===== config.mk =====
export PLATFORM = sky130hd
export DESIGN_NAME = rtc_top
export DESIGN_NICKNAME = d
export VERILOG_FILES = /design/src/pkg/rtc_pkg.sv /design/src/hdl/rtc_evt.sv /design/src/hdl/rtc_sync.sv /design/src/hdl/rtc_top.sv
export VERILOG_INCLUDE_DIRS = /design/src /design/src/pkg
export SDC_FILE = /design/constraint.sdc
export NUM_CORES = 2
export LEC_CHECK = 0
export BUFFER_PORTS_ARGS = -buffer_cell sky130_fd_sc_hd__buf_2
export CORE_ASPECT_RATIO = 1.75
export CORE_MARGIN = 5
export CORE_UTILIZATION = 55
export DETAILED_ROUTE_END_ITERATION = 6
export HOLD_SLACK_MARGIN = 0.03
export PLACE_DENSITY_LB_ADDON = 0.12
export SLEW_MARGIN = 40
export SYNTH_ARGS = -nofsm -noshare
export SYNTH_HDL_FRONTEND = slang
export SYNTH_SLANG_ARGS = --single-unit

===== constraint.sdc =====
create_clock -name clk_i -period 6.1 [get_ports clk_i]
set_input_delay 0.305 -clock clk_i [delete_from_list [all_inputs] [get_ports clk_i]]
set_output_delay 0.305 -clock clk_i [all_outputs]
set_load 0.03 [all_outputs]

===== src/pkg/rtc_defines.svh =====
`ifndef RTC_DEFINES_SVH
`define RTC_DEFINES_SVH
// Register pages, wb_adr_i[11:5] (RAM on wb_adr_i[11:9]), and slots within a page, wb_adr_i[4:2]
`define RTC_PG_CAL    7'h00
`define RTC_PG_CTL    7'h01
`define RTC_PG_ALM0   7'h02
`define RTC_PG_EVT    7'h04
`define RTC_PG_RAM    3'h1
`define RTC_I_CTRL    3'h0
`define RTC_I_STAT    3'h1
`define RTC_I_TRIP    3'h2
`define RTC_I_EVIDX   3'h3
`define RTC_I_NONE    3'h7
// Calendar field order
`define RTC_F_SEC     0
`define RTC_F_MIN     1
`define RTC_F_HOUR    2
`define RTC_F_DATE    3
`define RTC_F_MON     4
`define RTC_F_YEAR    5
`define RTC_F_WDAY    6
`define RTC_NFIELD    7
// Control bits
`define RTC_C_60HZ    0
`define RTC_C_BUSBAT  1
`define RTC_C_EVEN    2
`define RTC_C_DST     3
`define RTC_C_IRQEN   4
`define RTC_C_RPT     6
// Status bits, then alarm enable and event clear bits
`define RTC_S_ALM     0
`define RTC_S_EVT     2
`define RTC_S_LVDD    3
`define RTC_S_B85     4
`define RTC_S_B75     5
`define RTC_A_EN      7
`define RTC_EV_CLR    7
// Calendar limits, reset values and DST hour
`define RTC_MAX_SEC   8'h3b
`define RTC_MAX_HOUR  8'h17
`define RTC_MAX_MON   8'h0c
`define RTC_MAX_YEAR  8'h63
`define RTC_MAX_WDAY  8'h06
`define RTC_RST_DAY   8'h01
`define RTC_DST_HOUR  8'h02
// Timebase counts, in edges of the selected source; mains loss in crystal edges; then sizes
`define RTC_XTAL_HZ   32768
`define RTC_MAINS50   50
`define RTC_MAINS60   60
`define RTC_MAINS_LOSS 2048
`define RTC_BO_LEVELS 6
`define RTC_RAM_WORDS 128
`define RTC_EVT_SLOTS 4
`endif


===== src/pkg/rtc_pkg.sv =====
package rtc_pkg;
   typedef logic [6:0][7:0] rtc_stamp_t;
   typedef enum logic {RTC_SRC_MAINS, RTC_SRC_XTAL} rtc_src_e;
endpackage


===== src/hdl/rtc_evt.sv =====
`timescale 1ns/1ps
`default_nettype none
`include "rtc_defines.svh"
module rtc_evt import rtc_pkg::*; #(
   parameter int SLOTS = `RTC_EVT_SLOTS
) (
   input  wire logic       clk_i,
   input  wire logic       rst_i,
   input  wire logic       cap_i,
   input  wire logic       clr_i,
   input  wire logic [1:0] idx_i,
   input  wire rtc_stamp_t now_i,
   output rtc_stamp_t      stamp_o,
   output logic [2:0]      count_o
);
   if (SLOTS != 4) begin : g_bad
      $error("rtc_evt: index serves four slots only");
   end

   rtc_stamp_t slot_r [SLOTS];
   logic [2:0] cnt_r;
   wire logic  first = (cnt_r == 3'h0) | clr_i;

   // A capture with a clear in the same cycle restarts the count at one, as the first event
   always_ff @(posedge clk_i) begin
      if (rst_i)
         cnt_r <= 3'h0;
      else if (cap_i)
         cnt_r <= clr_i ? 3'h1 : (cnt_r == 3'(SLOTS)) ? cnt_r : cnt_r + 3'h1;
      else if (clr_i)
         cnt_r <= 3'h0;
   end

   // Slot 0 keeps the first event, the rest shift newest in
   always_ff @(posedge clk_i) begin
      if (cap_i & first)
         slot_r[0] <= now_i;
      else if (cap_i) begin
         slot_r[1] <= now_i;
         for (int k = 2; k < SLOTS; k++)
            slot_r[k] <= slot_r[k-1];
      end
   end

   always_ff @(posedge clk_i) begin
      if (rst_i)
         stamp_o <= '0;
      else
         stamp_o <= ({1'b0, idx_i} < cnt_r) ? slot_r[idx_i] : '0;
   end

   assign count_o = cnt_r;
endmodule
`default_nettype wire


===== src/hdl/rtc_sync.sv =====
`timescale 1ns/1ps
`default_nettype none
module rtc_sync import rtc_pkg::*; #(
   parameter int W = 1
) (
   input  wire logic         clk_i,
   input  wire logic         rst_i,
   input  wire logic [W-1:0] d_i,
   output logic      [W-1:0] q_o,
   output logic      [W-1:0] rise_o
);
   if (W < 1) begin : g_bad
      $error("rtc_sync: width below one");
   end

   logic [W-1:0] meta_r;
   logic [W-1:0] sync_r;
   logic [W-1:0] last_r;

   // Only sync_r reads meta_r
   always_ff @(posedge clk_i) begin
      if (rst_i) begin
         meta_r <= '0;
         sync_r <= '0;
         last_r <= '0;
      end else begin
         meta_r <= d_i;
         sync_r <= meta_r;
         last_r <= sync_r;
      end
   end

   assign q_o    = sync_r;
   assign rise_o = sync_r & ~last_r;
endmodule
`default_nettype wire


===== src/hdl/rtc_top.sv =====
`timescale 1ns/1ps
`default_nettype none
`include "rtc_defines.svh"
module rtc_top import rtc_pkg::*; #(
   parameter int XTAL_HZ    = `RTC_XTAL_HZ,
   parameter int MAINS_LOSS = `RTC_MAINS_LOSS
) (
   input  wire logic        clk_i,
   input  wire logic        rst_i,
   input  wire logic        wb_cyc_i,
   input  wire logic        wb_stb_i,
   input  wire logic        wb_we_i,
   input  wire logic [11:0] wb_adr_i,
   input  wire logic [3:0]  wb_sel_i,
   input  wire logic [31:0] wb_dat_i,
   output logic      [31:0] wb_dat_o,
   output logic             wb_ack_o,
   input  wire logic        mains_i,
   input  wire logic        xtal_i,
   input  wire logic        on_battery_i,
   input  wire logic        bat_below85_i,
   input  wire logic        bat_below75_i,
   input  wire logic [5:0]  vdd_below_i,
   input  wire logic        event_input_i,
   output logic             irq_n_o,
   output logic             irq_oe_o,
   output logic             event_detect_out_n_o,
   output logic             event_detect_out_oe_o
);
   if (XTAL_HZ < 2 || XTAL_HZ > 65535 || MAINS_LOSS < 2 || MAINS_LOSS > 65535)
   begin : g_bad
      $error("rtc_top: count outside 16-bit range");
   end

   logic [11:0] pin_s;
   logic [11:0] pin_r;
   logic [7:0]  cal_r [`RTC_NFIELD];
   logic [7:0]  cal_nxt [`RTC_NFIELD];
   logic [7:0]  alm_r [2][`RTC_NFIELD];
   logic [7:0]  dst_r [4];
   logic [7:0]  ram_r [`RTC_RAM_WORDS];
   logic [7:0]  ctrl_r;
   logic [5:0]  stat_r;
   logic [5:0]  stat_set;
   logic [2:0]  trip_r;
   logic [1:0]  evidx_r;
   logic [1:0]  armed_r;
   logic [1:0]  fire;
   logic [15:0] div_r;
   logic [15:0] tb_top;
   logic [15:0] loss_r;
   logic        lost_r;
   logic        upd_r;
   logic        ack_r;
   logic        dst_done_r;
   logic        dst_set;
   logic [7:0]  rd;
   logic [31:0] dat_r;
   rtc_src_e    src;
   rtc_stamp_t  now;
   rtc_stamp_t  stamp;

   rtc_sync #(.W(12)) u_sync (
      .clk_i  (clk_i),
      .rst_i  (rst_i),
      .d_i    ({vdd_below_i, event_input_i, bat_below75_i, bat_below85_i,
                on_battery_i, xtal_i, mains_i}),
      .q_o    (pin_s),
      .rise_o (pin_r)
   );

   wire logic       mains_rise = pin_r[0];
   wire logic       xtal_rise  = pin_r[1];
   wire logic       on_bat     = pin_s[2];
   wire logic       b85        = pin_s[3];
   wire logic       b75        = pin_s[4];
   wire logic       ev_rise    = pin_r[5];
   wire logic [5:0] vdd_s      = pin_s[11:6];

   // Bus decode
   wire logic       req    = wb_cyc_i & wb_stb_i;
   wire logic       bus_ok = ~on_bat | ctrl_r[`RTC_C_BUSBAT];
   wire logic       wr     = req & ack_r & wb_we_i & wb_sel_i[0] & bus_ok;
   wire logic [6:0] pg     = wb_adr_i[11:5];
   wire logic [2:0] sub    = wb_adr_i[4:2];
   wire logic [7:0] wd     = wb_dat_i[7:0];
   wire logic       is_ram = wb_adr_i[11:9] == `RTC_PG_RAM;
   wire logic       is_ctl = pg == `RTC_PG_CTL;
   wire logic       wr_cal = wr & (pg == `RTC_PG_CAL) & (sub != `RTC_I_NONE);
   wire logic       wr_ctl = wr & is_ctl & (sub == `RTC_I_CTRL);
   wire logic       wr_st  = wr & is_ctl & (sub == `RTC_I_STAT);
   wire logic       wr_trp = wr & is_ctl & (sub == `RTC_I_TRIP);
   wire logic       wr_evx = wr & is_ctl & (sub == `RTC_I_EVIDX);
   wire logic       wr_dst = wr & is_ctl & sub[2];
   wire logic       wr_ram = wr & is_ram;
   wire logic       any_wr = req & ack_r & wb_we_i;
   wire logic [1:0] wr_alm;
   assign wr_alm[0] = wr & (pg == `RTC_PG_ALM0) & (sub != `RTC_I_NONE);
   assign wr_alm[1] = wr & (pg == `RTC_PG_ALM0 + 7'h01) & (sub != `RTC_I_NONE);

   // Timebase: mains edges unless mains is gone or on backup
   assign src = (on_bat | lost_r) ? RTC_SRC_XTAL : RTC_SRC_MAINS;
   wire logic tb_edge = (src == RTC_SRC_XTAL) ? xtal_rise : mains_rise;
   assign tb_top = (src == RTC_SRC_XTAL) ? 16'(XTAL_HZ - 1)
                 : ctrl_r[`RTC_C_60HZ] ? 16'(`RTC_MAINS60 - 1) : 16'(`RTC_MAINS50 - 1);
   // Compare is >= so a source switch mid-second cannot overrun
   wire logic tick = tb_edge & (div_r >= tb_top);

   always_ff @(posedge clk_i) begin
      if (rst_i)
         div_r <= 16'h0;
      else if (tb_edge)
         div_r <= tick ? 16'h0 : div_r + 16'h1;
   end

   // Mains counted lost after a run of crystal edges with no mains edge
   always_ff @(posedge clk_i) begin
      if (rst_i | mains_rise) begin
         loss_r <= 16'h0;
         lost_r <= 1'b0;
      end else if (xtal_rise & ~lost_r) begin
         loss_r <= loss_r + 16'h1;
         lost_r <= loss_r >= 16'(MAINS_LOSS - 1);
      end
   end

   function automatic logic [7:0] dim(input logic [7:0] mo, input logic [7:0] yr);
      case (mo)
         8'h02:                      dim = (yr[1:0] == 2'b00) ? 8'h1d : 8'h1c;
         8'h04, 8'h06, 8'h09, 8'h0b: dim = 8'h1e;
         default:                    dim = 8'h1f;
      endcase
   endfunction

   // Calendar cascade; years 00..99 stand for 2000..2099, every fourth leap
   always_comb begin
      for (int i = 0; i < `RTC_NFIELD; i++)
         cal_nxt[i] = cal_r[i];
      dst_set = 1'b0;
      if (tick) begin
         cal_nxt[`RTC_F_SEC] = cal_r[`RTC_F_SEC] + 8'h01;
         if (cal_r[`RTC_F_SEC] == `RTC_MAX_SEC) begin
            cal_nxt[`RTC_F_SEC] = 8'h00;
            cal_nxt[`RTC_F_MIN] = cal_r[`RTC_F_MIN] + 8'h01;
            if (cal_r[`RTC_F_MIN] == `RTC_MAX_SEC) begin
               cal_nxt[`RTC_F_MIN]  = 8'h00;
               cal_nxt[`RTC_F_HOUR] = cal_r[`RTC_F_HOUR] + 8'h01;
               if (cal_r[`RTC_F_HOUR] == `RTC_MAX_HOUR) begin
                  cal_nxt[`RTC_F_HOUR] = 8'h00;
                  cal_nxt[`RTC_F_WDAY] = (cal_r[`RTC_F_WDAY] >= `RTC_MAX_WDAY) ? 8'h00
                                       : cal_r[`RTC_F_WDAY] + 8'h01;
                  cal_nxt[`RTC_F_DATE] = cal_r[`RTC_F_DATE] + 8'h01;
                  if (cal_r[`RTC_F_DATE] >= dim(cal_r[`RTC_F_MON], cal_r[`RTC_F_YEAR]))
                  begin
                     cal_nxt[`RTC_F_DATE] = `RTC_RST_DAY;
                     cal_nxt[`RTC_F_MON]  = cal_r[`RTC_F_MON] + 8'h01;
                     if (cal_r[`RTC_F_MON] >= `RTC_MAX_MON) begin
                        cal_nxt[`RTC_F_MON]  = `RTC_RST_DAY;
                        cal_nxt[`RTC_F_YEAR] = (cal_r[`RTC_F_YEAR] >= `RTC_MAX_YEAR)
                                             ? 8'h00 : cal_r[`RTC_F_YEAR] + 8'h01;
                     end
                  end
               end
            end
         end
         // Daylight saving acts on entering 02:00:00
         if (ctrl_r[`RTC_C_DST] && cal_nxt[`RTC_F_HOUR] == `RTC_DST_HOUR
             && cal_nxt[`RTC_F_MIN] == 8'h00 && cal_nxt[`RTC_F_SEC] == 8'h00) begin
            if (cal_r[`RTC_F_MON] == dst_r[0] && cal_r[`RTC_F_DATE] == dst_r[1])
               cal_nxt[`RTC_F_HOUR] = `RTC_DST_HOUR + 8'h01;
            else if (cal_r[`RTC_F_MON] == dst_r[2] && cal_r[`RTC_F_DATE] == dst_r[3]
                     && !dst_done_r) begin
               cal_nxt[`RTC_F_HOUR] = `RTC_DST_HOUR - 8'h01;
               dst_set = 1'b1;
            end
         end
      end
   end

   // A software write to a field overrides that field's tick update
   always_ff @(posedge clk_i) begin
      for (int i = 0; i < `RTC_NFIELD; i++) begin
         if (rst_i)
            cal_r[i] <= (i == `RTC_F_DATE || i == `RTC_F_MON) ? `RTC_RST_DAY : 8'h00;
         else if (wr_cal && sub == 3'(i))
            cal_r[i] <= wd;
         else
            cal_r[i] <= cal_nxt[i];
      end
   end

   // Fall-back happens once; the guard lifts when the date moves on
   always_ff @(posedge clk_i) begin
      if (rst_i)
         dst_done_r <= 1'b0;
      else if (dst_set)
         dst_done_r <= 1'b1;
      else if (cal_r[`RTC_F_DATE] != dst_r[3])
         dst_done_r <= 1'b0;
   end

   // Alarms: bit 7 of each field enables its compare
   for (genvar a = 0; a < 2; a++) begin : g_alm
      logic [`RTC_NFIELD-1:0] hit;
      logic [`RTC_NFIELD-1:0] en;
      always_comb begin
         for (int j = 0; j < `RTC_NFIELD; j++) begin
            en[j]  = alm_r[a][j][`RTC_A_EN];
            hit[j] = ~en[j] | (alm_r[a][j][6:0] == cal_r[j][6:0]);
         end
      end
      assign fire[a] = upd_r & armed_r[a] & (&hit) & (|en);
      always_ff @(posedge clk_i) begin
         for (int j = 0; j < `RTC_NFIELD; j++) begin
            if (rst_i)
               alm_r[a][j] <= 8'h00;
            else if (wr_alm[a] && sub == 3'(j))
               alm_r[a][j] <= wd;
         end
      end
   end

   wire logic [1:0] rpt = ctrl_r[`RTC_C_RPT +: 2];

   // Without repeat an alarm disarms after firing; a write re-arms it
   always_ff @(posedge clk_i) begin
      if (rst_i) begin
         upd_r   <= 1'b0;
         armed_r <= 2'b00;
      end else begin
         upd_r   <= tick;
         armed_r <= (armed_r & ~(fire & ~rpt)) | wr_alm;
      end
   end

   wire logic       ev_hit = ev_rise & ctrl_r[`RTC_C_EVEN];
   wire logic       bo_hit = (trip_r < 3'(`RTC_BO_LEVELS)) ? vdd_s[trip_r] : 1'b0;
   wire logic [5:0] st_clr = wr_st ? wd[5:0] : 6'h00;
   assign stat_set = {b75, b85, bo_hit, ev_hit, fire};

   // Sticky status, write one to clear; a new event wins over its clear
   always_ff @(posedge clk_i) begin
      if (rst_i) begin
         ctrl_r  <= 8'h00;
         stat_r  <= 6'h00;
         trip_r  <= 3'h0;
         evidx_r <= 2'h0;
      end else begin
         stat_r <= (stat_r & ~st_clr) | stat_set;
         if (wr_ctl)
            ctrl_r <= wd;
         if (wr_trp)
            trip_r <= wd[2:0];
         if (wr_evx)
            evidx_r <= wd[1:0];
      end
   end

   always_ff @(posedge clk_i) begin
      for (int k = 0; k < 4; k++) begin
         if (rst_i)
            dst_r[k] <= 8'h00;
         else if (wr_dst && sub[1:0] == 2'(k))
            dst_r[k] <= wd;
      end
   end

   // User memory has no reset: it must survive resets and backup
   always_ff @(posedge clk_i) begin
      if (wr_ram)
         ram_r[wb_adr_i[8:2]] <= wd;
   end

   always_comb begin
      for (int i = 0; i < `RTC_NFIELD; i++)
         now[i] = cal_r[i];
   end

   rtc_evt u_evt (
      .clk_i   (clk_i),
      .rst_i   (rst_i),
      .cap_i   (ev_hit),
      .clr_i   (wr_evx & wd[`RTC_EV_CLR]),
      .idx_i   (evidx_r),
      .now_i   (now),
      .stamp_o (stamp),
      .count_o ()
   );

   // Read select; unmapped words read zero
   always_comb begin
      rd = 8'h00;
      if (is_ram)
         rd = ram_r[wb_adr_i[8:2]];
      else if (sub != `RTC_I_NONE) begin
         case (pg)
            `RTC_PG_CAL:          rd = cal_r[sub];
            `RTC_PG_ALM0:         rd = alm_r[0][sub];
            `RTC_PG_ALM0 + 7'h01: rd = alm_r[1][sub];
            `RTC_PG_EVT:          rd = stamp[sub];
            default:              rd = 8'h00;
         endcase
      end
      if (is_ctl) begin
         case (sub)
            `RTC_I_CTRL:  rd = ctrl_r;
            `RTC_I_STAT:  rd = {src == RTC_SRC_XTAL, on_bat, stat_r};
            `RTC_I_TRIP:  rd = {5'h00, trip_r};
            `RTC_I_EVIDX: rd = {6'h00, evidx_r};
            default:      rd = dst_r[sub[1:0]];
         endcase
      end
   end

   // One wait state; gated reads return zero and gated writes drop
   always_ff @(posedge clk_i) begin
      if (rst_i) begin
         ack_r <= 1'b0;
         dat_r <= 32'h0;
      end else begin
         ack_r <= req & ~ack_r;
         dat_r <= {24'h0, bus_ok ? rd : 8'h00};
      end
   end

   assign wb_ack_o              = ack_r;
   assign wb_dat_o              = dat_r;
   assign irq_n_o               = 1'b0;
   assign irq_oe_o              = |(stat_r[1:0] & ctrl_r[`RTC_C_IRQEN +: 2]);
   assign event_detect_out_n_o  = 1'b0;
   assign event_detect_out_oe_o = stat_r[`RTC_S_EVT];
endmodule
`default_nettype wire


==> impl_metrics.py <==
metrics = {
    "status": {
        "status": "complete, but fails checks",
        "violations": "DRC",
    },
    "routing": {
        "viasPerCell": 6.44,
        "drt-initial-drc-count": 4060,
        "ant_nets": 0,
        "drc": 2,
        "post_drt_wl_per_cell_um": 31.7,
        "dr_total_vias": 37300,
        "firstDrtPassIters": 7,
        "wirelength_um": 184000,
    },
    "worst_setup_path": {
        "crit_start": "cal_r[0][0]$_DFFE_PP_",
        "cp-start-kind": "register",
        "crit_path_end_kind": "register",
        "rr_endpoint": "cal_r[3][2]$_DFFE_PP_",
        "critical_path_arrival_ns": 4.46,
        "endpoint": "cal_r[3][2]$_DFFE_PP_",
        "reg2reg_depth": 6,
        "regToRegSetupSlack_ns": 2.05,
        "cp_max_fo": 12,
        "cp.required_ns": 6.52,
        "worstSetupPathType": "reg2reg",
        "r2r-start": "cal_r[0][0]$_DFFE_PP_",
    },
    "die": {
        "die_h_um": 471,
        "boundaryPins": 102,
        "dieArea_um2": 129000,
        "die_w_um": 274,
        "core_um2": 121000,
        "fp-row-count": 169,
        "start_util": 0.552,
    },
    "logic_synthesis": {
        "postSynth.asyncResetShare": 0,
        "ys.flop_type": "edfxtp_1",
        "synthTopCellsByArea": "edfxtp_1 65%, mux4_2 11%, dfxtp_1 4.5%",
        "synthDistinctLibCells": 90,
        "syn-instance-count": 4019,
        "synth_top_cell_by_area": "edfxtp_1",
        "yosysTopAreaCellShare": 0.650,
        "synth-seq-cells": 1599,
        "synth_edf_count": 1448,
        "yosysSeqAreaShare": 0.695,
        "synthTopCellsByCount": "1448 x edfxtp_1, 330 x mux4_2, 303 x nor2_1",
        "netlist_area_um2": 66900,
        "synth.most_common_cell": "edfxtp_1",
        "yosysWarnings": 0,
        "syn_area_per_cell_um2": 16.7,
    },
    "global_route": {
        "antenna_found_initial": 1,
        "grt_max_degree": 140,
        "grt_usage": 0.285,
        "grt_pass1_wl_um": 266000,
        "grt_pass1_vias": 38100,
        "grt-ovfl-total": 0,
    },
    "placement": {
        "place_ws_ns": 2.01,
        "gp_congestion": 0.934,
        "hpwl_um": 122000,
        "dpl.cell_count": 5493,
        "portBuffers": 46,
    },
    "clocking": {
        "clkTransAtPathRegs_ns": 0.07,
        "post_cts_resized": 0,
        "cts_buffers": 145,
        "cts_hold_buffers": 33,
        "cts-root-buf": "clkbuf_16",
        "clkLatencyLatePin_ns": 0.78,
        "cts_tree": "yes",
        "postCtsSetupRepairBufs": 0,
        "cts.sinks": 1599,
        "htree_levels": 4,
        "cts_buffer_depth": 3,
    },
    "sta": {
        "worst-slew-pin-transition_ns": 0.911,
        "hold_ws_ns": 0.126,
        "period_minus_slack_ns": 4.05,
        "grt_setup_unrepaired": "false",
        "maxSlewHeadroom": 0.393,
        "skew_ns": 0.0254,
        "max_freq_ghz": 0.247,
        "setup_tns_ns": 0,
        "final_max_slew_viol_count": 0,
        "final-setup-viol-count": 0,
        "hold_violations": 0,
        "setup_ws_ns": 2.05,
        "fin_crit_sh": 0.663,
    },
    "finish": {
        "nets": 4150,
        "drive_gt1_frac": 0.187,
        "fin_util": 0.610,
        "syn_to_final_growth_pct": 10.3,
        "fin_cells": 5792,
    },
    "flow_run": {
        "cap_viol_max_count": 0,
    },
    "worst_hold_path": {
        "hp-class": "in2reg",
        "min_from": "wb_dat_i[2]",
    },
    "power": {
        "vdd_ir_drop_max_uv": 223,
        "power.leakage_nw": 23.7,
        "p_per_area_nw_per_um2": 300,
    },
}
## final cells by class
class / count / area (um^2)
antenna: 1 / 2.50
inverter: 24 / 100
clock buffer: 195 / 3950
timing repair buffer: 157 / 1400
fill: 8935 / 47300
multi-input combinational: 2126 / 19300
sequential: 1599 / 46500
clock inverter: 66 / 602
tap: 1624 / 2030
## logic make-up (layout without fill, tap and decap cells)
| logic type | after synthesis | in the layout | synth area share |
|---|---|---|---|
| other | 1 | 27 | 0.0000560 |
| flip-flops | 1599 | 1599 | 0.695 |
| multiplexers | 494 | 494 | 0.136 |
| buffers and inverters | 319 | 442 | 0.0228 |
| AND/OR/NAND/NOR | 997 | 997 | 0.0759 |
| XOR/XNOR | 176 | 176 | 0.0230 |
| adder cells (fa/ha/maj) | 32 | 32 | 0.00598 |
| AO/OA/AOI/OAI | 401 | 401 | 0.0411 |
## critical path: stages, from the launching register on
cell      delay, ns
edfxtp_1       0.67
ha_1           0.37
nor4b_4        0.43
nand4_1        0.52
nor2_1         0.81
a21oi_1        0.38
o21ai_1        0.50
## power breakdown
group	total (W)	internal, W	switching [W]	leakage [nW]
clock network	0.00891	0.00491	0.00400	2.21
registers	0.0121	0.0120	0.000118	14.5
logic	0.00119	0.000397	0.000792	6.98
total	0.0222	0.0173	0.00491	23.7
## metal layers
layer	wire length, um	track usage	vias to the layer above
li1	-	-	15900
met1	61300	0.320	19200
met2	97000	0.505	1704
met3	10900	0.0427	528
met4	14600	0.185	0
met5	0	0	-
## worst min path at each step
stage,to,slack [ns],cells past startpoint
after floorplan,ram_r[0][0]$_DFFE_PP_,0.40,0
after global placement,u_sync.q_o[0]$_SDFF_PP0_,0.42,1
after detailed placement,u_sync.q_o[8]$_SDFF_PP0_,0.43,1
after CTS,wb_dat_o[0]$_SDFF_PP0_,0.09,4
after global routing,ram_r[67][2]$_DFFE_PP_,0.13,1
final,ram_r[67][2]$_DFFE_PP_,0.13,1
## sequential cells by signal, summed over array words and instances (netlist names), 6 cells and up
register and cells:
alm_r 112, cal_r 56, ctrl_r 8, div_r 16, dst_r 32, loss_r 16, ram_r 1024, stat_r 6
u_evt.slot_r 224, u_evt.stamp_o 56, u_sync.meta_r 12, u_sync.q_o 12, wb_dat_o 8
## through the flow
step / total power (W) / cell area (um^2)
after floorplan: 0.0130 / 67000
after global placement: 0.0135 / 68700
after detailed placement: 0.0135 / 68800
after CTS: 0.0223 / 73700
after global routing: 0.0228 / 73900
final: 0.0222 / 73900
## cells in the final DEF (no fill, tap or decap), types with 47 or more instances in the layout
cell type  netlist  routed
mux4_2         330     330
o21ai_0         69      67
nor3_1          48      48
edfxtp_1      1448    1448
nor2_1         303     258
nor4_1          87      83
nand2_1        161     157
nor2_2           3      47
nand3_1         77      74
dfxtp_1        151     149
and2_1          74      73
xor2_1          98      98
mux2i_1        135     135
clkbuf_16        0     149
xnor2_1         78      78
buf_4           46      67
nor2b_1        100      98
a21oi_1         91      91
Note: power is estimated with default switching activity, not from simulation.
